--- src/pkg/msi_cap_cfg.svh ---
// offsets, field positions, reset values and fixed codes of the capability registers
//
// Contract
// - interrupt capability low byte reads fixed identifier 0x05
// - next pointer bits 15:8 default zero, marking the end of list
// - bit 16 enables interrupt messages, read-write, resets to zero
// - one message only: capable field reads zero, granted count fixed
// - bit 23 reads one, advertising 64-bit message addresses
// - lower address keeps bits 31:2 writable, bits 1:0 read zero
// - non-zero upper address gives a 64-bit message write address
// - zero upper address gives a 32-bit address from lower register
// - message payload bits 15:0 writable, bits 31:16 read zero
// - subsystem header: fixed identifier 0x0D, loadable pointer reset zero
// - subsystem register: loadable vendor and subsystem codes, reset zero
`ifndef MSI_CAP_CFG_SVH
`define MSI_CAP_CFG_SVH

// register byte offsets
`define MSI_CAP_CONTROL_OFS   8'hD0
`define MSI_ADDRESS_LOW_OFS   8'hD4
`define MSI_ADDRESS_HIGH_OFS  8'hD8
`define MSI_MESSAGE_DATA_OFS  8'hDC
`define LOAD_UNLOCK_OFS       8'hE0
`define MSI_STATUS_OFS        8'hE4
`define SUBSYS_CAP_HEADER_OFS 8'hF0
`define SUBSYS_IDENTITY_OFS   8'hF4

// interrupt and subsystem capability fields, load gate reset
`define MSI_CAP_IDENT_VAL     8'h05
`define SUBSYS_CAP_IDENT_VAL  8'h0D
`define NEXT_PTR_RST          8'h00
`define MSI_ENABLE_BIT        16
`define MSI_CAPABLE_MSGS      3'h0
`define MSI_GRANTED_MSGS      3'h0
`define WIDE_ADDR_CAPABLE     1'h1
`define ADDR_LOW_KEEP_MASK    32'hFFFFFFFC
`define PAYLOAD_RST           16'h0000
`define SUBSYS_CODE_RST       16'h0000
`define UNLOCK_RST            1'h0

// bus transfer size accepted (word only)
`define AHB_SIZE_WORD         3'h2

`endif

--- src/pkg/msi_cap_pkg.sv ---
// types shared by the capability register bank and its helpers
package msi_cap_pkg;

    // one register access handed from the bus port to the bank
    typedef struct packed {
        logic [7:0]  addr;
        logic        write;
        logic [31:0] wdata;
    } reg_access_t;

    // one interrupt memory write offered towards the root
    typedef struct packed {
        logic [63:0] addr;
        logic        wide;
        logic [31:0] data;
    } msi_write_t;

    // bus port phases
    typedef enum logic [1:0] {
        BUS_IDLE,
        BUS_WAIT,
        BUS_DONE
    } bus_state_t;

endpackage

--- src/design/ahb_reg_port.sv ---
// ahb-lite slave front end with one wait state per word transfer
`timescale 1ns/1ps
`include "msi_cap_cfg.svh"
module ahb_reg_port
    import msi_cap_pkg::*;
(
    input  wire logic        hclk,
    input  wire logic        hresetn,
    input  wire logic        hsel,
    input  wire logic [31:0] haddr,
    input  wire logic [1:0]  htrans,
    input  wire logic        hwrite,
    input  wire logic [2:0]  hsize,
    input  wire logic [31:0] hwdata,
    input  wire logic        hready,
    output logic             hreadyout,
    output logic             hresp,
    output logic [31:0]      hrdata,
    output logic             acc_stb,
    output reg_access_t      acc,
    input  wire logic [31:0] rd_data
);
    bus_state_t  state_r;
    logic [7:0]  addr_r;
    logic        write_r;
    logic        take;

    // non-word sizes are answered okay with no effect
    assign take = hsel & htrans[1] & hready & (hsize == `AHB_SIZE_WORD);

    // phase tracking; back-to-back transfers allowed from done
    always_ff @(posedge hclk or negedge hresetn) begin
        if (!hresetn) begin
            state_r <= BUS_IDLE;
        end else begin
            case (state_r)
                BUS_IDLE: state_r <= take ? BUS_WAIT : BUS_IDLE;
                BUS_WAIT: state_r <= BUS_DONE;
                BUS_DONE: state_r <= take ? BUS_WAIT : BUS_IDLE;
                default:  state_r <= BUS_IDLE;
            endcase
        end
    end

    // address phase capture
    always_ff @(posedge hclk or negedge hresetn) begin
        if (!hresetn) begin
            addr_r  <= 8'h00;
            write_r <= 1'b0;
        end else if (take) begin
            addr_r  <= haddr[7:0];
            write_r <= hwrite;
        end
    end

    // read data registered so hrdata never glitches
    always_ff @(posedge hclk or negedge hresetn) begin
        if (!hresetn) begin
            hrdata <= 32'h00000000;
        end else if (state_r == BUS_WAIT && !write_r) begin
            hrdata <= rd_data;
        end
    end

    // hwdata is valid during the wait cycle, so the access fires then
    assign acc_stb   = (state_r == BUS_WAIT);
    assign acc       = '{addr: addr_r, write: write_r, wdata: hwdata};
    assign hreadyout = (state_r != BUS_WAIT);
    assign hresp     = 1'b0;
endmodule // ahb_reg_port

--- src/design/msi_write_former.sv ---
// builds and offers the interrupt memory write from the programmed fields
`timescale 1ns/1ps
module msi_write_former
    import msi_cap_pkg::*;
(
    input  wire logic        hclk,
    input  wire logic        hresetn,
    input  wire logic        enable,
    input  wire logic [31:0] addr_low,
    input  wire logic [31:0] addr_high,
    input  wire logic [15:0] payload,
    input  wire logic        raise,
    input  wire logic        msi_ready,
    output logic             msi_valid,
    output msi_write_t       msi_out,
    output logic             pending,
    output logic             sent
);
    logic launch;

    // a message is formed only when nothing is on offer
    assign launch = pending & enable & ~msi_valid;
    assign sent   = msi_valid & msi_ready;

    // pending flag: a new raise wins over the launch clear
    always_ff @(posedge hclk or negedge hresetn) begin
        if (!hresetn) begin
            pending <= 1'b0;
        end else if (raise & enable) begin
            pending <= 1'b1;
        end else if (launch | ~enable) begin
            pending <= 1'b0;
        end
    end

    // offer held until taken; fields frozen at launch
    always_ff @(posedge hclk or negedge hresetn) begin
        if (!hresetn) begin
            msi_valid <= 1'b0;
            msi_out   <= '0;
        end else if (launch) begin
            msi_valid    <= 1'b1;
            msi_out.wide <= (addr_high != 32'h00000000);
            if (addr_high != 32'h00000000) begin
                msi_out.addr <= {addr_high, addr_low};
            end else begin
                msi_out.addr <= {32'h00000000, addr_low};
            end
            msi_out.data <= {16'h0000, payload};
        end else if (sent) begin
            msi_valid <= 1'b0;
        end
    end
endmodule // msi_write_former

--- src/design/msi_capability_registers.sv ---
// capability register bank for message interrupts and subsystem identity
//
// Local design decision: the AHB-Lite slave port.
`timescale 1ns/1ps
`include "msi_cap_cfg.svh"
module msi_capability_registers
    import msi_cap_pkg::*;
#(
    parameter int REG_AW = 8
)
(
    input  wire logic        hclk,
    input  wire logic        hresetn,
    // ahb-lite register bus
    input  wire logic        hsel,
    input  wire logic [31:0] haddr,
    input  wire logic [1:0]  htrans,
    input  wire logic        hwrite,
    input  wire logic [2:0]  hsize,
    input  wire logic [31:0] hwdata,
    input  wire logic        hready,
    output logic             hreadyout,
    output logic             hresp,
    output logic [31:0]      hrdata,
    // interrupt event and message write towards the root
    input  wire logic        irq_event,
    input  wire logic        msi_ready,
    output logic             msi_valid,
    output msi_write_t       msi_write
);

    // the decoder looks at exactly one byte of offset
    if (REG_AW != 8) begin : g_bad_aw
        $error("REG_AW must be 8");
    end

    // bus side signals
    logic        acc_stb;
    reg_access_t acc;
    logic [31:0] rd_data;
    logic        wr_stb;

    // interrupt capability state
    logic        msi_enable_r;
    logic [7:0]  msi_next_ptr_r;
    logic [31:0] msi_addr_low_r;
    logic [31:0] msi_addr_high_r;
    logic [15:0] msi_payload_r;

    // subsystem capability state
    logic [7:0]  subsys_next_ptr_r;
    logic [15:0] subsystem_vendor_code_r;
    logic [15:0] subsystem_code_r;

    // load gate and status
    logic        load_unlock_r;
    logic        msg_pending;
    logic        msg_sent;
    logic [7:0]  sent_count_r;
    logic [7:0]  sent_count_nxt;

    // register views as read back
    logic [31:0] cap_control_view;
    logic [31:0] addr_low_view;
    logic [31:0] payload_view;
    logic [31:0] subsys_header_view;
    logic [31:0] subsys_identity_view;
    logic [31:0] status_view;
    logic [31:0] unlock_view;

    // per-register write selects
    logic        wr_cap_control;
    logic        wr_addr_low;
    logic        wr_addr_high;
    logic        wr_payload;
    logic        wr_unlock;
    logic        wr_status;
    logic        wr_subsys_header;
    logic        wr_subsys_identity;

    // bus slave front end
    ahb_reg_port u_port (
        .hclk      (hclk),
        .hresetn   (hresetn),
        .hsel      (hsel),
        .haddr     (haddr),
        .htrans    (htrans),
        .hwrite    (hwrite),
        .hsize     (hsize),
        .hwdata    (hwdata),
        .hready    (hready),
        .hreadyout (hreadyout),
        .hresp     (hresp),
        .hrdata    (hrdata),
        .acc_stb   (acc_stb),
        .acc       (acc),
        .rd_data   (rd_data)
    );

    assign wr_stb = acc_stb & acc.write;

    // write decode; unmapped offsets select nothing
    always_comb begin
        wr_cap_control     = 1'b0;
        wr_addr_low        = 1'b0;
        wr_addr_high       = 1'b0;
        wr_payload         = 1'b0;
        wr_unlock          = 1'b0;
        wr_status          = 1'b0;
        wr_subsys_header   = 1'b0;
        wr_subsys_identity = 1'b0;
        if (!wr_stb) begin
            wr_cap_control = 1'b0;
        end else if (acc.addr == `MSI_CAP_CONTROL_OFS) begin
            wr_cap_control = 1'b1;
        end else if (acc.addr == `MSI_ADDRESS_LOW_OFS) begin
            wr_addr_low = 1'b1;
        end else if (acc.addr == `MSI_ADDRESS_HIGH_OFS) begin
            wr_addr_high = 1'b1;
        end else if (acc.addr == `MSI_MESSAGE_DATA_OFS) begin
            wr_payload = 1'b1;
        end else if (acc.addr == `LOAD_UNLOCK_OFS) begin
            wr_unlock = 1'b1;
        end else if (acc.addr == `MSI_STATUS_OFS) begin
            wr_status = 1'b1;
        end else if (acc.addr == `SUBSYS_CAP_HEADER_OFS) begin
            wr_subsys_header = 1'b1;
        end else if (acc.addr == `SUBSYS_IDENTITY_OFS) begin
            wr_subsys_identity = 1'b1;
        end
    end

    // interrupt enable; bit 16 of the control word, the only bit stored while the load gate is closed
    always_ff @(posedge hclk or negedge hresetn) begin
        if (!hresetn) begin
            msi_enable_r <= 1'b0;
        end else if (wr_cap_control) begin
            msi_enable_r <= acc.wdata[`MSI_ENABLE_BIT];
        end
    end

    // loadable pointer: written only while the load gate is open,
    // so plain configuration writes cannot break the capability list
    always_ff @(posedge hclk or negedge hresetn) begin
        if (!hresetn) begin
            msi_next_ptr_r <= `NEXT_PTR_RST;
        end else if (wr_cap_control && load_unlock_r) begin
            msi_next_ptr_r <= acc.wdata[15:8];
        end
    end

    // lower message address, dword aligned
    always_ff @(posedge hclk or negedge hresetn) begin
        if (!hresetn) begin
            msi_addr_low_r <= 32'h00000000;
        end else if (wr_addr_low) begin
            msi_addr_low_r <= acc.wdata & `ADDR_LOW_KEEP_MASK;
        end
    end

    // upper message address, all bits stored
    always_ff @(posedge hclk or negedge hresetn) begin
        if (!hresetn) begin
            msi_addr_high_r <= 32'h00000000;
        end else if (wr_addr_high) begin
            msi_addr_high_r <= acc.wdata;
        end
    end

    // message payload, low half only
    always_ff @(posedge hclk or negedge hresetn) begin
        if (!hresetn) begin
            msi_payload_r <= `PAYLOAD_RST;
        end else if (wr_payload) begin
            msi_payload_r <= acc.wdata[15:0];
        end
    end

    // load gate for the loadable fields
    always_ff @(posedge hclk or negedge hresetn) begin
        if (!hresetn) begin
            load_unlock_r <= `UNLOCK_RST;
        end else if (wr_unlock) begin
            load_unlock_r <= acc.wdata[0];
        end
    end

    // subsystem capability pointer, loadable
    always_ff @(posedge hclk or negedge hresetn) begin
        if (!hresetn) begin
            subsys_next_ptr_r <= `NEXT_PTR_RST;
        end else if (wr_subsys_header && load_unlock_r) begin
            subsys_next_ptr_r <= acc.wdata[15:8];
        end
    end

    // subsystem codes, loadable
    always_ff @(posedge hclk or negedge hresetn) begin
        if (!hresetn) begin
            subsystem_vendor_code_r <= `SUBSYS_CODE_RST;
            subsystem_code_r        <= `SUBSYS_CODE_RST;
        end else if (wr_subsys_identity && load_unlock_r) begin
            subsystem_vendor_code_r <= acc.wdata[15:0];
            subsystem_code_r        <= acc.wdata[31:16];
        end
    end

    // sent counter; a send in the clearing cycle still counts
    always_comb begin
        sent_count_nxt = sent_count_r;
        if (wr_status) begin
            sent_count_nxt = 8'h00;
        end
        if (msg_sent) begin
            sent_count_nxt = sent_count_nxt + 8'h01;
        end
    end

    always_ff @(posedge hclk or negedge hresetn) begin
        if (!hresetn) begin
            sent_count_r <= 8'h00;
        end else begin
            sent_count_r <= sent_count_nxt;
        end
    end

    // message write builder
    msi_write_former u_former (
        .hclk      (hclk),
        .hresetn   (hresetn),
        .enable    (msi_enable_r),
        .addr_low  (msi_addr_low_r),
        .addr_high (msi_addr_high_r),
        .payload   (msi_payload_r),
        .raise     (irq_event),
        .msi_ready (msi_ready),
        .msi_valid (msi_valid),
        .msi_out   (msi_write),
        .pending   (msg_pending),
        .sent      (msg_sent)
    );

    // control word: fixed identifier, single message, wide capable
    assign cap_control_view = {
        8'h00,
        `WIDE_ADDR_CAPABLE,
        `MSI_GRANTED_MSGS,
        `MSI_CAPABLE_MSGS,
        msi_enable_r,
        msi_next_ptr_r,
        `MSI_CAP_IDENT_VAL
    };

    // lower address: low two bits never set
    assign addr_low_view = msi_addr_low_r & `ADDR_LOW_KEEP_MASK;

    // payload with a zero upper half
    assign payload_view = {16'h0000, msi_payload_r};

    // subsystem header: identifier plus loadable pointer
    assign subsys_header_view = {16'h0000, subsys_next_ptr_r, `SUBSYS_CAP_IDENT_VAL};

    // subsystem identity word
    assign subsys_identity_view = {subsystem_code_r, subsystem_vendor_code_r};

    // status: pending, offer on bus, wide form in use, sent count
    assign status_view = {
        16'h0000,
        sent_count_r,
        5'h00,
        msi_addr_high_r != 32'h00000000,
        msi_valid,
        msg_pending
    };

    assign unlock_view = {31'h00000000, load_unlock_r};

    // read mux; unmapped offsets read as zero
    always_comb begin
        rd_data = 32'h00000000;
        if (acc.addr == `MSI_CAP_CONTROL_OFS) begin
            rd_data = cap_control_view;
        end else if (acc.addr == `MSI_ADDRESS_LOW_OFS) begin
            rd_data = addr_low_view;
        end else if (acc.addr == `MSI_ADDRESS_HIGH_OFS) begin
            rd_data = msi_addr_high_r;
        end else if (acc.addr == `MSI_MESSAGE_DATA_OFS) begin
            rd_data = payload_view;
        end else if (acc.addr == `LOAD_UNLOCK_OFS) begin
            rd_data = unlock_view;
        end else if (acc.addr == `MSI_STATUS_OFS) begin
            rd_data = status_view;
        end else if (acc.addr == `SUBSYS_CAP_HEADER_OFS) begin
            rd_data = subsys_header_view;
        end else if (acc.addr == `SUBSYS_IDENTITY_OFS) begin
            rd_data = subsys_identity_view;
        end
    end

    // limitation: the message address is trusted to route to the root;
    // a stray address gives undefined delivery

endmodule // msi_capability_registers

--- config.mk ---
export PLATFORM = sky130hd
export DESIGN_NAME = msi_capability_registers
export DESIGN_NICKNAME = d
export VERILOG_FILES = /design/src/pkg/msi_cap_pkg.sv /design/src/design/ahb_reg_port.sv /design/src/design/msi_write_former.sv /design/src/design/msi_capability_registers.sv
export VERILOG_INCLUDE_DIRS = /design/src /design/src/pkg
export SDC_FILE = /design/constraint.sdc
export NUM_CORES = 1
export LEC_CHECK = 0
export BUFFER_PORTS_ARGS = -buffer_cell sky130_fd_sc_hd__clkbuf_2
export CAP_MARGIN = 20
export CELL_PAD_IN_SITES_DETAIL_PLACEMENT = 0
export CELL_PAD_IN_SITES_GLOBAL_PLACEMENT = 1
export CORE_ASPECT_RATIO = 1.1
export CORE_UTILIZATION = 30
export CTS_CLUSTER_SIZE = 8
export DETAILED_ROUTE_END_ITERATION = 10
export GPL_ROUTABILITY_DRIVEN = 0
export PLACE_DENSITY = 0.63
export SLEW_MARGIN = 15
export SYNTH_ARGS = -nofsm -noshare
export SYNTH_HDL_FRONTEND = slang
export SYNTH_SLANG_ARGS = --single-unit
--- constraint.sdc ---
create_clock -name hclk -period 2.45 [get_ports hclk]
set_input_delay 0.1225 -clock hclk [delete_from_list [all_inputs] [get_ports hclk]]
set_output_delay 0.1225 -clock hclk [all_outputs]
set_load 0.1 [all_outputs]
== Yosys cells after proc, flatten, opt, wreduce, memory -nomap -nowiden ==
Cells that the tools add are included.
Cells by class
  reductions and logical operators: 10
  bitwise logic cells: 11
  eq/ne operators: 12
  muxes and demuxes: 61
  add/sub/neg operators: 1
Operator list (count)
  $mux 32: 8
  $eq 8x8->1 const B: 8
  $mux 64: 1
  $mux 1: 49
  $reduce_bool 32->1: 1
  $mux 8: 2
  $add 8x1->8 const B: 1
  $and 1x1->1: 8
  $logic_and 1x1->1: 4
  $pmux 2 s2: 1
  $reduce_bool 2->1: 2
  $eq 3x2->1 const B: 1
  $eq 2x1->1 const B: 1
  $eq 2x2->1 const B: 1
  $logic_not 2->1: 1
  $ne 2x1->1 const B: 1
  $not 1->1: 2
  $reduce_or 2->1: 1
  $logic_not 1->1: 1
  $or 1x1->1: 1
Word-level totals
  input port bits: 76
  output and inout port bits: 132
  logic and storage cells: 114
  register bits after elaboration: 262

== Logic depth before layout (Yosys ltp) ==
Gate-level depths: netlist (run 1).
  depth in word-level cells: 11
  gate-level depth with buffers: 9
  mapped depth without buffers: 8

== Hierarchy ==
From an unflattened synthesis (run 1), not the netlist that was laid out.
Second synthesis, totals
  cell total of the unflattened synthesis: 913
  area total of the unflattened synthesis: 12301.8 sq um
Modules (own cells, without submodules)
  msi_capability_registers: area each 6757.7 sq um, seq. area each 3403.3 sq um, instances 1, cells each 577
  msi_write_former: area each 3641.0 sq um, seq. area each 2077.0 sq um, instances 1, cells each 207
  ahb_reg_port: area each 1903.1 sq um, seq. area each 1076.0 sq um, instances 1, cells each 129

== Worst setup path before layout (run 1) ==
OpenSTA, ideal clock, no wires.
  kind: register to register
  start point: register u_former.msi_valid
  end point: register sent_count_r[7]
  data arrival time: 2.220 ns
  cell stages (with the launch flop): 7
  path buffers: 1
  setup time: 0.066 ns
  path slack: 0.164 ns
  required time: 2.384 ns
  cell sequence: dfrtp_1 > and2_1 > clkbuf_1 > and4_1 > nand3_1 > or4_1 > nand2_1
Between the ends
  cells in the longest elaborated chain, start to end: 2
Ends and longest elaborated chain
  start, declared: RTL line msi_write_former.sv:14  | output logic msi_valid,
  start signal, assigned: RTL line msi_write_former.sv:39  | msi_valid <= 1'b0;
  start signal, assigned: RTL line msi_write_former.sv:42  | msi_valid <= 1'b1;
  start signal, assigned: RTL line msi_write_former.sv:51  | msi_valid <= 1'b0;
  $and 1x1->1: RTL line msi_write_former.sv:23  | assign sent = msi_valid & msi_ready;
  $mux 8: RTL line msi_capability_registers.sv:214  | if (msg_sent) begin
  named net sent_count_nxt[7]: RTL line msi_capability_registers.sv:60  | logic [7:0] sent_count_nxt;
  end signal, assigned: RTL line msi_capability_registers.sv:223  | sent_count_r <= sent_count_nxt;
  end, declared: RTL line msi_capability_registers.sv:59  | logic [7:0] sent_count_r;
The timed path passes the listed nets, and every way through them passes these cells.
A chain may end at the register's enable or synchronous reset.

== Worst setup path in the final report (run 1) ==
  start point: register u_port.addr_r[1]
  end point: register sent_count_r[6]
Between the ends
  cells in the longest elaborated chain, start to end: 11
  elaborated cells on any way between the ends: 16
Ends and longest elaborated chain
  start, declared: RTL line ahb_reg_port.sv:24  | logic [7:0] addr_r;
  start signal, assigned: RTL line ahb_reg_port.sv:51  | addr_r <= haddr[7:0];
  $eq 8x8->1 (no line)
  $mux 1: RTL line msi_capability_registers.sv:124  | end else if (acc.addr == `MSI_STATUS_OFS) begin
  $mux 1: RTL line msi_capability_registers.sv:122  | end else if (acc.addr == `LOAD_UNLOCK_OFS) begin
  $mux 1: RTL line msi_capability_registers.sv:120  | end else if (acc.addr == `MSI_MESSAGE_DATA_OFS) begin
  $mux 1: RTL line msi_capability_registers.sv:118  | end else if (acc.addr == `MSI_ADDRESS_HIGH_OFS) begin
  $mux 1: RTL line msi_capability_registers.sv:116  | end else if (acc.addr == `MSI_ADDRESS_LOW_OFS) begin
  $mux 1 (*): RTL line msi_capability_registers.sv:114  | end else if (acc.addr == `MSI_CAP_CONTROL_OFS) begin
  $mux 1 (*): RTL line msi_capability_registers.sv:112  | if (!wr_stb) begin
  $mux 8 (*): RTL line msi_capability_registers.sv:211  | if (wr_status) begin
  $add 8x1->8: RTL line msi_capability_registers.sv:215  | sent_count_nxt = sent_count_nxt + 8'h01;
  $mux 8 (*): RTL line msi_capability_registers.sv:214
  named net sent_count_nxt[6]: RTL line msi_capability_registers.sv:60
The timed path passes the listed nets; every way through them passes the cells marked *.

==> impl_table.tex, run 1 <==
\begin{tabular}{lr}
\hline
Metric & Value \\
\hline
\multicolumn{2}{l}{\textbf{Drt}} \\
\quad First DRT Iteration DRCs & between 300 and 400 \\
\quad Number of nets with antenna violations after detailed routing & 0 \\
\quad Per-cell routed wire length & 20.1 um \\
\quad Routed wire length & roughly 31 mm \\
\quad Via count & about 7600 \\
\quad Number of search-and-repair iterations in the first detailed-routing pass & 4 \\
\quad Post-route DRC & 0 \\
\quad Per-cell via count in the routed design & 4.85 \\
\multicolumn{2}{l}{\textbf{Finish}} \\
\quad Layout fillers & about 3600 \\
\quad NumNets Final & roughly 1100 \\
\quad Ant. Diodes & 0 \\
\quad P\&R area growth vs syn & 26.8\% \\
\quad Share of cells above drive strength 1 & 45.2\% \\
\multicolumn{2}{l}{\textbf{Synth}} \\
\quad Total of warnings raised by yosys & 0 \\
\quad Cell Area, Synth & 11200 um\^{}2 \\
\quad Async set or reset register ratio after synthesis & 100\% \\
\quad Post-synthesis sequential area ratio & 58.0\% \\
\quad Number of enable flip-flop cells after synthesis & 0 \\
\quad Synth Instances & 833 \\
\quad Mean area per synthesized cell & 13.5 um\^{}2 \\
\quad Number of synthesized register bits & 260 \\
\quad Number of distinct standard cells referenced by the synthesized netlist & 53 \\
\quad Most common flop cell mapped by yosys & sky130\_fd\_sc\_hd\_\_dfrtp\_1 \\
\multicolumn{2}{l}{\textbf{Clocking}} \\
\quad Number of buffers created by CTS & 38 \\
\quad Number of instances resized during post-cts repair & 0 \\
\quad Bufs on Longest Clock Path & 3 \\
\quad CTS root buffer & sky130\_fd\_sc\_hd\_\_clkbuf\_16 \\
\quad Clock insertion delay at the later pin of the skew report & 510 ps \\
\quad Post-CTS clock slew at the launch and capture registers of the worst setup and hold paths & around 50 ps \\
\quad Clock tree from TritonCTS & done \\
\quad Hold-fix buffer count after cts & 44 \\
\quad CTS HTree Levels & 2 \\
\quad Setup bufs post-CTS & 0 \\
\quad Sinks on Clock Net & 260 \\
\multicolumn{2}{l}{\textbf{Global route}} \\
\quad Routing usage on met3 & 3.85\% \\
\quad Wire length of the first global-routing pass & 49.4 mm \\
\quad Initial antenna violation count & 0 \\
\quad Pin count of the biggest net entering global routing & 70 \\
\quad Met2 global-route usage & 29.0\% \\
\quad Vias in the first global route & 8071 \\
\quad Global routing met1 resource utilization & 21.1\% \\
\quad Global routing usage summed across all routing layers & between 10\% and 20\% \\
\quad GRT overflow & 0 \\
\quad Most congested layer reported by global routing & met2 \\
\multicolumn{2}{l}{\textbf{Setup path}} \\
\quad Critical path capture point type & flip-flop \\
\quad CP Cell Sequence & nor3\_2 > nand2\_2 > or3\_1 > and2\_1 > ha\_1 > nand3\_1 > xor2\_1 > nor2\_1 \\
\quad Critical Path AT & between 2000 and 2500 ps \\
\quad Critical path origin & u\_port.addr\_r[1] \\
\quad Longest individual stage delay on the worst path & 430 ps \\
\quad Max FO, Critical Path & 6 \\
\quad Required @ worst endpoint & between 2000 and 3000 ps \\
\quad Worst path slowest cell & sky130\_fd\_sc\_hd\_\_dfrtp\_1 \\
\quad Register-to-Register Path Depth & 8 \\
\quad Worst reg2reg startpoint & u\_port.addr\_r[1] \\
\quad Type of origin of the critical path & flip-flop \\
\quad Startpoint-to-endpoint class of the critical path & reg2reg \\
\multicolumn{2}{l}{\textbf{Timing}} \\
\quad RSZ-0062 raised after global routing & false \\
\quad Final number of setup-violating endpoints & 0 \\
\quad Worst slew pin tran & 637 ps \\
\quad Fmax & 484 MHz \\
\quad Final Hold Violating Endpoints & 0 \\
\quad Total negative setup slack & 0 ps \\
\quad Worst clock skew & 16.3 ps \\
\quad Clock period minus worst slack & 2070 ps \\
\quad Slew Limit Headroom & roughly 58\% \\
\quad Final Hold Slack & 198 ps \\
\quad Final Max Tran Viols & 0 \\
\quad Final critical-path share of the clock period & 84.4\% \\
\multicolumn{2}{l}{\textbf{Power and ir drop}} \\
\quad Switching share of power & 26.2\% \\
\quad Clock power share & approximately 45\% \\
\quad Largest voltage drop on the vdd net & around 0.46 mV \\
\quad Leak Pwr & a little over 7 nW \\
\quad Part of the power in registers & between 40\% and 50\% \\
\quad Power density relative to cell area & about 720 nW/um\^{}2 \\
\quad Net switching component of the power & 2.67 mW \\
\quad Comb power frac & $\sim$11\% \\
\quad Internal & 7.53 mW \\
\multicolumn{2}{l}{\textbf{Die}} \\
\quad Die area & 38100 um\^{}2 \\
\quad IO Pins & between 200 and 250 \\
\quad Starting density of the core & about 31\% \\
\quad Height of the die & slightly above 200 um \\
\quad Width of the die & 186 um \\
\quad Cell Rows & 73 \\
\quad Core ar. & approximately 36000 um\^{}2 \\
\multicolumn{2}{l}{\textbf{Flow run}} \\
\quad Total of max-cap violations & 0 \\
\multicolumn{2}{l}{\textbf{Placement}} \\
\quad Detailed-placement wirelength estimate & 21.4 mm \\
\quad Number of input and output port buffers inserted & 163 \\
\multicolumn{2}{l}{\textbf{Run status}} \\
\quad Result of the run & finished, final reports clean \\
\multicolumn{2}{l}{\textbf{Hold path}} \\
\quad Class of the tightest hold or removal check & in2async \\
\hline
\end{tabular}
==> Yosys cell counts, types with 2 or more instances <==
| cell type | instances | area share, % |
|---|---|---|
| sky130_fd_sc_hd__buf_4 | 24 | 1.6 |
| sky130_fd_sc_hd__xor2_1 | 6 | 0.47 |
| sky130_fd_sc_hd__o32a_1 | 5 | 0.45 |
| sky130_fd_sc_hd__and3_1 | 2 | 0.11 |
| sky130_fd_sc_hd__o31ai_1 | 5 | 0.33 |
| sky130_fd_sc_hd__o2bb2ai_1 | 14 | 1.1 |
| sky130_fd_sc_hd__buf_1 | 3 | 0.10 |
| sky130_fd_sc_hd__nor3_1 | 7 | 0.31 |
| sky130_fd_sc_hd__buf_2 | 13 | 0.58 |
| sky130_fd_sc_hd__nand2_2 | 2 | 0.11 |
| sky130_fd_sc_hd__nand4_1 | 6 | 0.33 |
| sky130_fd_sc_hd__o21ai_0 | 26 | 1.2 |
| sky130_fd_sc_hd__and2_1 | 5 | 0.28 |
| sky130_fd_sc_hd__a22oi_1 | 19 | 1.3 |
| sky130_fd_sc_hd__a2111oi_0 | 2 | 0.16 |
| sky130_fd_sc_hd__nand2_1 | 40 | 1.3 |
| sky130_fd_sc_hd__mux2_4 | 10 | 1.3 |
| sky130_fd_sc_hd__o22ai_1 | 10 | 0.56 |
| sky130_fd_sc_hd__a211oi_1 | 2 | 0.13 |
| sky130_fd_sc_hd__clkbuf_1 | 24 | 0.80 |
| sky130_fd_sc_hd__or4_1 | 2 | 0.13 |
| sky130_fd_sc_hd__nor3_4 | 2 | 0.29 |
| sky130_fd_sc_hd__nor4_1 | 9 | 0.50 |
| sky130_fd_sc_hd__nand2b_1 | 2 | 0.11 |
| sky130_fd_sc_hd__dfrtp_1 | 260 | 58 |
| sky130_fd_sc_hd__nand3_1 | 5 | 0.22 |
| sky130_fd_sc_hd__mux2i_1 | 9 | 0.80 |
| sky130_fd_sc_hd__nor2b_1 | 6 | 0.33 |
| sky130_fd_sc_hd__nor2_1 | 31 | 1.0 |
| sky130_fd_sc_hd__a21oi_1 | 24 | 1.1 |
| sky130_fd_sc_hd__a22o_1 | 16 | 1.2 |
| sky130_fd_sc_hd__nor3_2 | 3 | 0.27 |
| sky130_fd_sc_hd__inv_1 | 4 | 0.13 |
| sky130_fd_sc_hd__mux2_2 | 214 | 21 |
| sky130_fd_sc_hd__mux2_1 | 3 | 0.30 |
==> metal layers <==
metal	share of wire [%]	routed length, um
met5	0	0
met4	2.1	646
met3	5.3	1660
met2	50	15600
met1	43	13400
==> state kept, by name, indices dropped and copies added (netlist names) <==
| name | cells |
|---|---|
| msi_next_ptr_r | 8 |
| msi_addr_high_r | 32 |
| u_port.write_r | 1 |
| subsystem_vendor_code_r | 16 |
| msi_addr_low_r | 30 |
| msi_enable_r | 1 |
| u_former.msi_valid | 1 |
| subsys_next_ptr_r | 8 |
| msi_payload_r | 16 |
| subsystem_code_r | 16 |
| u_former.pending | 1 |
| sent_count_r | 8 |
| u_port.state_r | 2 |
| load_unlock_r | 1 |
| u_former.msi_out | 79 |
| u_port.addr_r | 8 |
| u_port.hrdata | 32 |
==> power groups by stage <==
stage / registers [mW] / clock network (mW) / logic, mW
2_1_floorplan: 4.67 / 0 / 0.546
3_3_place_gp: 4.54 / 0 / 1.09
3_5_place_dp: 4.54 / 0 / 1.10
4_1_cts: 4.47 / 4.73 / 1.16
5_1_grt: 4.48 / 4.90 / 1.23
6_report: 4.47 / 4.59 / 1.14
==> per-stage QoR <==
step           util [%]  instance area, um^2  cells  total power, mW  setup slack [ps]
2_1_floorplan         -                11300    851             5.22               164
3_3_place_gp       35.0                12800   1475             5.63               403
3_5_place_dp       35.0                12800   1475             5.64               388
4_1_cts            39.0                14200   1563             10.4               372
5_1_grt            39.0                14200   1563             10.6               234
6_report           39.0                14200   1563             10.2               382
==> cell type report <==
class | count | area [um^2] | share of cell area [%]
clock buffers | 43 | 1000 | 7.04
clock inverters | 1 | 8.76 | 0.0616
inverters | 4 | 15.0 | 0.106
multi-input cells | 521 | 4420 | 31.1
flip-flops and latches | 260 | 6510 | 45.8
well taps | 487 | 609 | 4.29
repair buffers | 247 | 1650 | 11.6
==> path summary, 6_finish.rpt <==
kind	slack (ps)	end
min in group hclk	270	u_port.addr_r[2]
max in group asynchronous	1430	msi_addr_low_r[25]
setup reg to reg	380	sent_count_r[6]
setup / recovery	380	sent_count_r[6]
hold reg to reg	430	u_port.state_r[0]
hold / removal	200	u_former.msi_out[13]
==> worst max-delay path, delay by kind of cell, from the launching register on <==
family                     cells  cell delay (ps)
adders and majority gates      1              230
DFF                            1              430
and+or+nand+nor                6             1130
xor gates and xnor gates       1              160
==> cells by family after synthesis <==
family,Yosys count,synth area share (%)
compound gates,128,7.86
fa+ha+maj,1,0.112
buf+inv,70,3.50
other cells,1,0.0335
simple gates,131,6.05
xor+xnor,6,0.469
mux,236,23.9
flops,260,58.0
==> cell usage in the layout, fill, tap and decap left out, drive strengths merged, types with 2 or more instances in the layout <==
| master | count |
|---|---|
| o2bb2ai | 14 |
| a2111oi | 2 |
| o31ai | 5 |
| conb | 19 |
| or4 | 2 |
| a211oi | 2 |
| a22oi | 19 |
| dfrtp | 260 |
| o32a | 5 |
| nor2b | 6 |
| nand3 | 5 |
| inv | 5 |
| clkbuf | 205 |
| a22o | 16 |
| dlygate4sd3 | 44 |
| and3 | 2 |
| xor2 | 6 |
| nor3 | 12 |
| nand2 | 42 |
| nor2 | 32 |
| mux2i | 9 |
| mux2 | 227 |
| nand4 | 6 |
| buf | 41 |
| o21ai | 26 |
| nand2b | 2 |
| a21oi | 24 |
| o22ai | 10 |
| and2 | 6 |
| nor4 | 9 |
No activity file was read; power rests on OpenSTA's default activity.
==> run 2: changes to the inputs <==
clock period = 2.1 ns   (was 2.45 ns; I/O delays follow)
==> impl_table.tex, run 2 (same netlist as run 1, synthesis figures left out) <==
\begin{tabular}{lr}
\hline
Metric & Value \\
\hline
\multicolumn{2}{l}{\textbf{Finish}} \\
\quad Footprint of the multi-input gates & 4430 um\^{}2 (was 4420 um\^{}2) \\
\quad NumNets Final & 1170 (was 1149) \\
\quad Number of flip-flops under the largest register name & 79 (unchanged) \\
\quad Registers with the highest flip-flop counts & u\_former.msi\_out (79), msi\_addr\_high\_r (32), u\_port.hrdata (32) (unchanged) \\
\quad Finished Core Util & 39.8\% (was 39.0\%) \\
\quad Commonest non-fill, non-tap cell in the layout & sky130\_fd\_sc\_hd\_\_dfrtp\_1 (unchanged) \\
\quad P\&R area growth vs syn & 29.4\% (was 26.8\%) \\
\quad Biggest register & u\_former.msi\_out (unchanged) \\
\quad Share of cells above drive strength 1 & 46.7\% (was 45.2\%) \\
\quad Commonest non-fill, non-tap cells in the layout & sky130\_fd\_sc\_hd\_\_dfrtp\_1, sky130\_fd\_sc\_hd\_\_mux2\_2, sky130\_fd\_sc\_hd\_\_clkbuf\_2, sky130\_fd\_sc\_hd\_\_buf\_4, sky130\_fd\_sc\_hd\_\_dlygate4sd3\_1 (was sky130\_fd\_sc\_hd\_\_dfrtp\_1, sky130\_fd\_sc\_hd\_\_mux2\_2, sky130\_fd\_sc\_hd\_\_clkbuf\_2, sky130\_fd\_sc\_hd\_\_dlygate4sd3\_1, sky130\_fd\_sc\_hd\_\_nand2\_1) \\
\quad Ant. Diodes & 0 (unchanged) \\
\quad Sequential cell area & 6510 um\^{}2 (about the same) \\
\quad Non-Filler Instances & 1585 (was 1563) \\
\quad Layout fillers & 3503 (was 3566) \\
\multicolumn{2}{l}{\textbf{Placement}} \\
\quad Total placed cells including tap cells & 1496 (was 1475) \\
\quad Detailed-placement wirelength estimate & 22.0 mm (was 21.4 mm) \\
\quad Number of input and output port buffers inserted & 163 (unchanged) \\
\multicolumn{2}{l}{\textbf{Setup path}} \\
\quad Worst reg2reg endpoint & msi\_addr\_high\_r[31] (was sent\_count\_r[6]) \\
\quad Crit path to & msi\_addr\_high\_r[31] (was sent\_count\_r[6]) \\
\quad Max FO, Critical Path & 12 (was 6) \\
\quad Critical path origin & u\_port.addr\_r[1] (unchanged) \\
\quad Critical path capture point type & flip-flop (unchanged) \\
\quad Register-to-Register Path Depth & 5 (was 8) \\
\quad Worst reg2reg startpoint & u\_port.addr\_r[1] (unchanged) \\
\quad Register-to-register path setup slack & 110 ps (was 380 ps) \\
\quad Startpoint-to-endpoint class of the critical path & reg2reg (unchanged) \\
\quad Critical Path AT & 2380 ps (was 2460 ps) \\
\quad Type of origin of the critical path & flip-flop (unchanged) \\
\quad Required @ worst endpoint & 2490 ps (was 2840 ps) \\
\multicolumn{2}{l}{\textbf{Power and ir drop}} \\
\quad Power density relative to cell area & 837 nW/um\^{}2 (was 718 nW/um\^{}2) \\
\quad Clock power share & 45.7\% (was 45.0\%) \\
\quad Post-layout power & 12.1 mW (was 10.2 mW) \\
\quad Comb power frac & 11.4\% (was 11.2\%) \\
\quad Net switching component of the power & 3.14 mW (was 2.67 mW) \\
\quad Internal & 9.00 mW (was 7.53 mW) \\
\quad Part of the power in registers & 42.9\% (was 43.8\%) \\
\quad Switching share of power & 25.9\% (was 26.2\%) \\
\quad Leak Pwr & 7.26 nW (was 7.11 nW) \\
\quad Largest voltage drop on the vdd net & 0.519 mV (was 0.463 mV) \\
\multicolumn{2}{l}{\textbf{Flow run}} \\
\quad Total of max-cap violations & 0 (unchanged) \\
\multicolumn{2}{l}{\textbf{Drt}} \\
\quad Via count & 7593 (was 7578) \\
\quad Per-cell routed wire length & 19.8 um (was 20.1 um) \\
\quad Number of search-and-repair iterations in the first detailed-routing pass & 4 (unchanged) \\
\quad Post-route DRC & 0 (unchanged) \\
\quad Per-cell via count in the routed design & 4.79 (was 4.85) \\
\quad First DRT Iteration DRCs & 332 (was 341) \\
\quad Routed wire length & 31.4 mm (was 31.3 mm) \\
\quad Number of nets with antenna violations after detailed routing & 0 (unchanged) \\
\multicolumn{2}{l}{\textbf{Clocking}} \\
\quad Bufs on Longest Clock Path & 3 (unchanged) \\
\quad Sinks on Clock Net & 260 (unchanged) \\
\quad Number of buffers created by CTS & 38 (unchanged) \\
\quad Setup bufs post-CTS & 0 (unchanged) \\
\quad Clock insertion delay at the later pin of the skew report & 520 ps (was 510 ps) \\
\quad CTS root buffer & sky130\_fd\_sc\_hd\_\_clkbuf\_16 (unchanged) \\
\quad Post-CTS clock slew at the launch and capture registers of the worst setup and hold paths & 50 ps (about the same) \\
\quad Clock tree from TritonCTS & done (unchanged) \\
\quad CTS HTree Levels & 2 (unchanged) \\
\multicolumn{2}{l}{\textbf{Timing}} \\
\quad Clock period minus worst slack & 1990 ps (was 2070 ps) \\
\quad Final Max Tran Viols & 0 (unchanged) \\
\quad RSZ-0062 raised after global routing & false (unchanged) \\
\quad Final Hold Violating Endpoints & 0 (unchanged) \\
\quad Total negative setup slack & 0 ps (unchanged) \\
\quad Worst slew pin tran & 973 ps (was 637 ps) \\
\quad Slew Limit Headroom & 35.1\% (was 57.7\%) \\
\quad Worst clock skew & 11.9 ps (was 16.3 ps) \\
\quad Fmax & 503 MHz (was 484 MHz) \\
\quad Final number of setup-violating endpoints & 0 (unchanged) \\
\quad Final Hold Slack & 159 ps (was 198 ps) \\
\quad Final critical-path share of the clock period & 94.7\% (was 84.4\%) \\
\multicolumn{2}{l}{\textbf{Die}} \\
\quad Starting density of the core & 30.8\% (unchanged) \\
\quad Cell Rows & 73 (unchanged) \\
\quad Die area & 38100 um\^{}2 (unchanged) \\
\quad Core ar. & 36400 um\^{}2 (unchanged) \\
\quad Height of the die & 205 um (unchanged) \\
\quad Width of the die & 186 um (unchanged) \\
\quad IO Pins & 208 (unchanged) \\
\multicolumn{2}{l}{\textbf{Global route}} \\
\quad GRT overflow & 0 (unchanged) \\
\quad Wire length of the first global-routing pass & 50.0 mm (was 49.4 mm) \\
\quad Initial antenna violation count & 0 (unchanged) \\
\quad Pin count of the biggest net entering global routing & 74 (was 70) \\
\quad Vias in the first global route & 8042 (was 8071) \\
\quad Global routing usage summed across all routing layers & 17.0\% (was 16.8\%) \\
\multicolumn{2}{l}{\textbf{Hold path}} \\
\quad Class of the tightest hold or removal check & in2async (unchanged) \\
\multicolumn{2}{l}{\textbf{Run status}} \\
\quad Result of the run & finished, final reports clean (unchanged) \\
\hline
\end{tabular}
-- run 2: cell count changes in the layout (fill, tap and decap cells not counted), sizes merged --
cell    delta
clkbuf     +2
inv        -1
buf       +21
-- run 2: worst min path at each step --
stage | to | slack, ps | depth (start not counted)
floorplan | load_unlock_r | -190 | 0
global placement | u_former.msi_out[60] | 130 | 1
detailed placement | u_former.msi_out[60] | 150 | 1
CTS | u_former.msi_out[60] | 190 | 2
global route | u_former.msi_out[92] | 200 | 2
finish | u_former.msi_out[60] | 160 | 2
-- run 2: stage by stage --
step | cell area (um^2) | worst slack (ps)
floorplan | 11300 | 31.9
global placement | 13000 | 121
detailed placement | 13000 | 115
CTS | 14500 | 97.9
global route | 14500 | 25.5
finish | 14500 | 112
-- run 2: power by group through the flow --
stage	registers [mW]	clock network [mW]	logic, mW
after CTS	5.21	5.72	1.41
after detailed placement	5.29	0	1.34
after floorplan	5.45	0	0.639
after global placement	5.29	0	1.33
final	5.21	5.55	1.38
after global routing	5.22	5.94	1.49
-- run 2: routing by layer --
metal / routed length (um) / track usage [%] / part of all wire, % / up-vias
met2: 15100 / 28.3 / 48 / 210
met4: 552 / 4.49 / 1.8 / 0
met1: 13800 / 22.5 / 44 / 3840
li1: - / - / - / 3497
met3: 1940 / 3.58 / 6.2 / 46
met5: 0 / 0 / 0 / -
-- run 2: critical path, stage by stage, from the launching register on --
cell and delay [ps]:
sky130_fd_sc_hd__dfrtp_1 440, sky130_fd_sc_hd__nor2_1 320, sky130_fd_sc_hd__nand2_1 170, sky130_fd_sc_hd__nor3_4 290, sky130_fd_sc_hd__buf_4 290, sky130_fd_sc_hd__mux2_2 350
-- run 2: cell type report --
cell class | count | share of cell area (%)
flip-flops and latches | 260 | 44.9
multi-input cells | 521 | 30.5
repair buffers | 268 | 13.0
clock buffers | 45 | 7.31
well taps | 487 | 4.20
inverters | 4 | 0.103
-- run 2: what timing repair did --
action / in CTS / in global routing
setup endpoints to repair: 0 / 2
gates resized for setup: 0 / 2
hold buffers: 44 / 0
endpoints found under the hold margin: 204 / 0
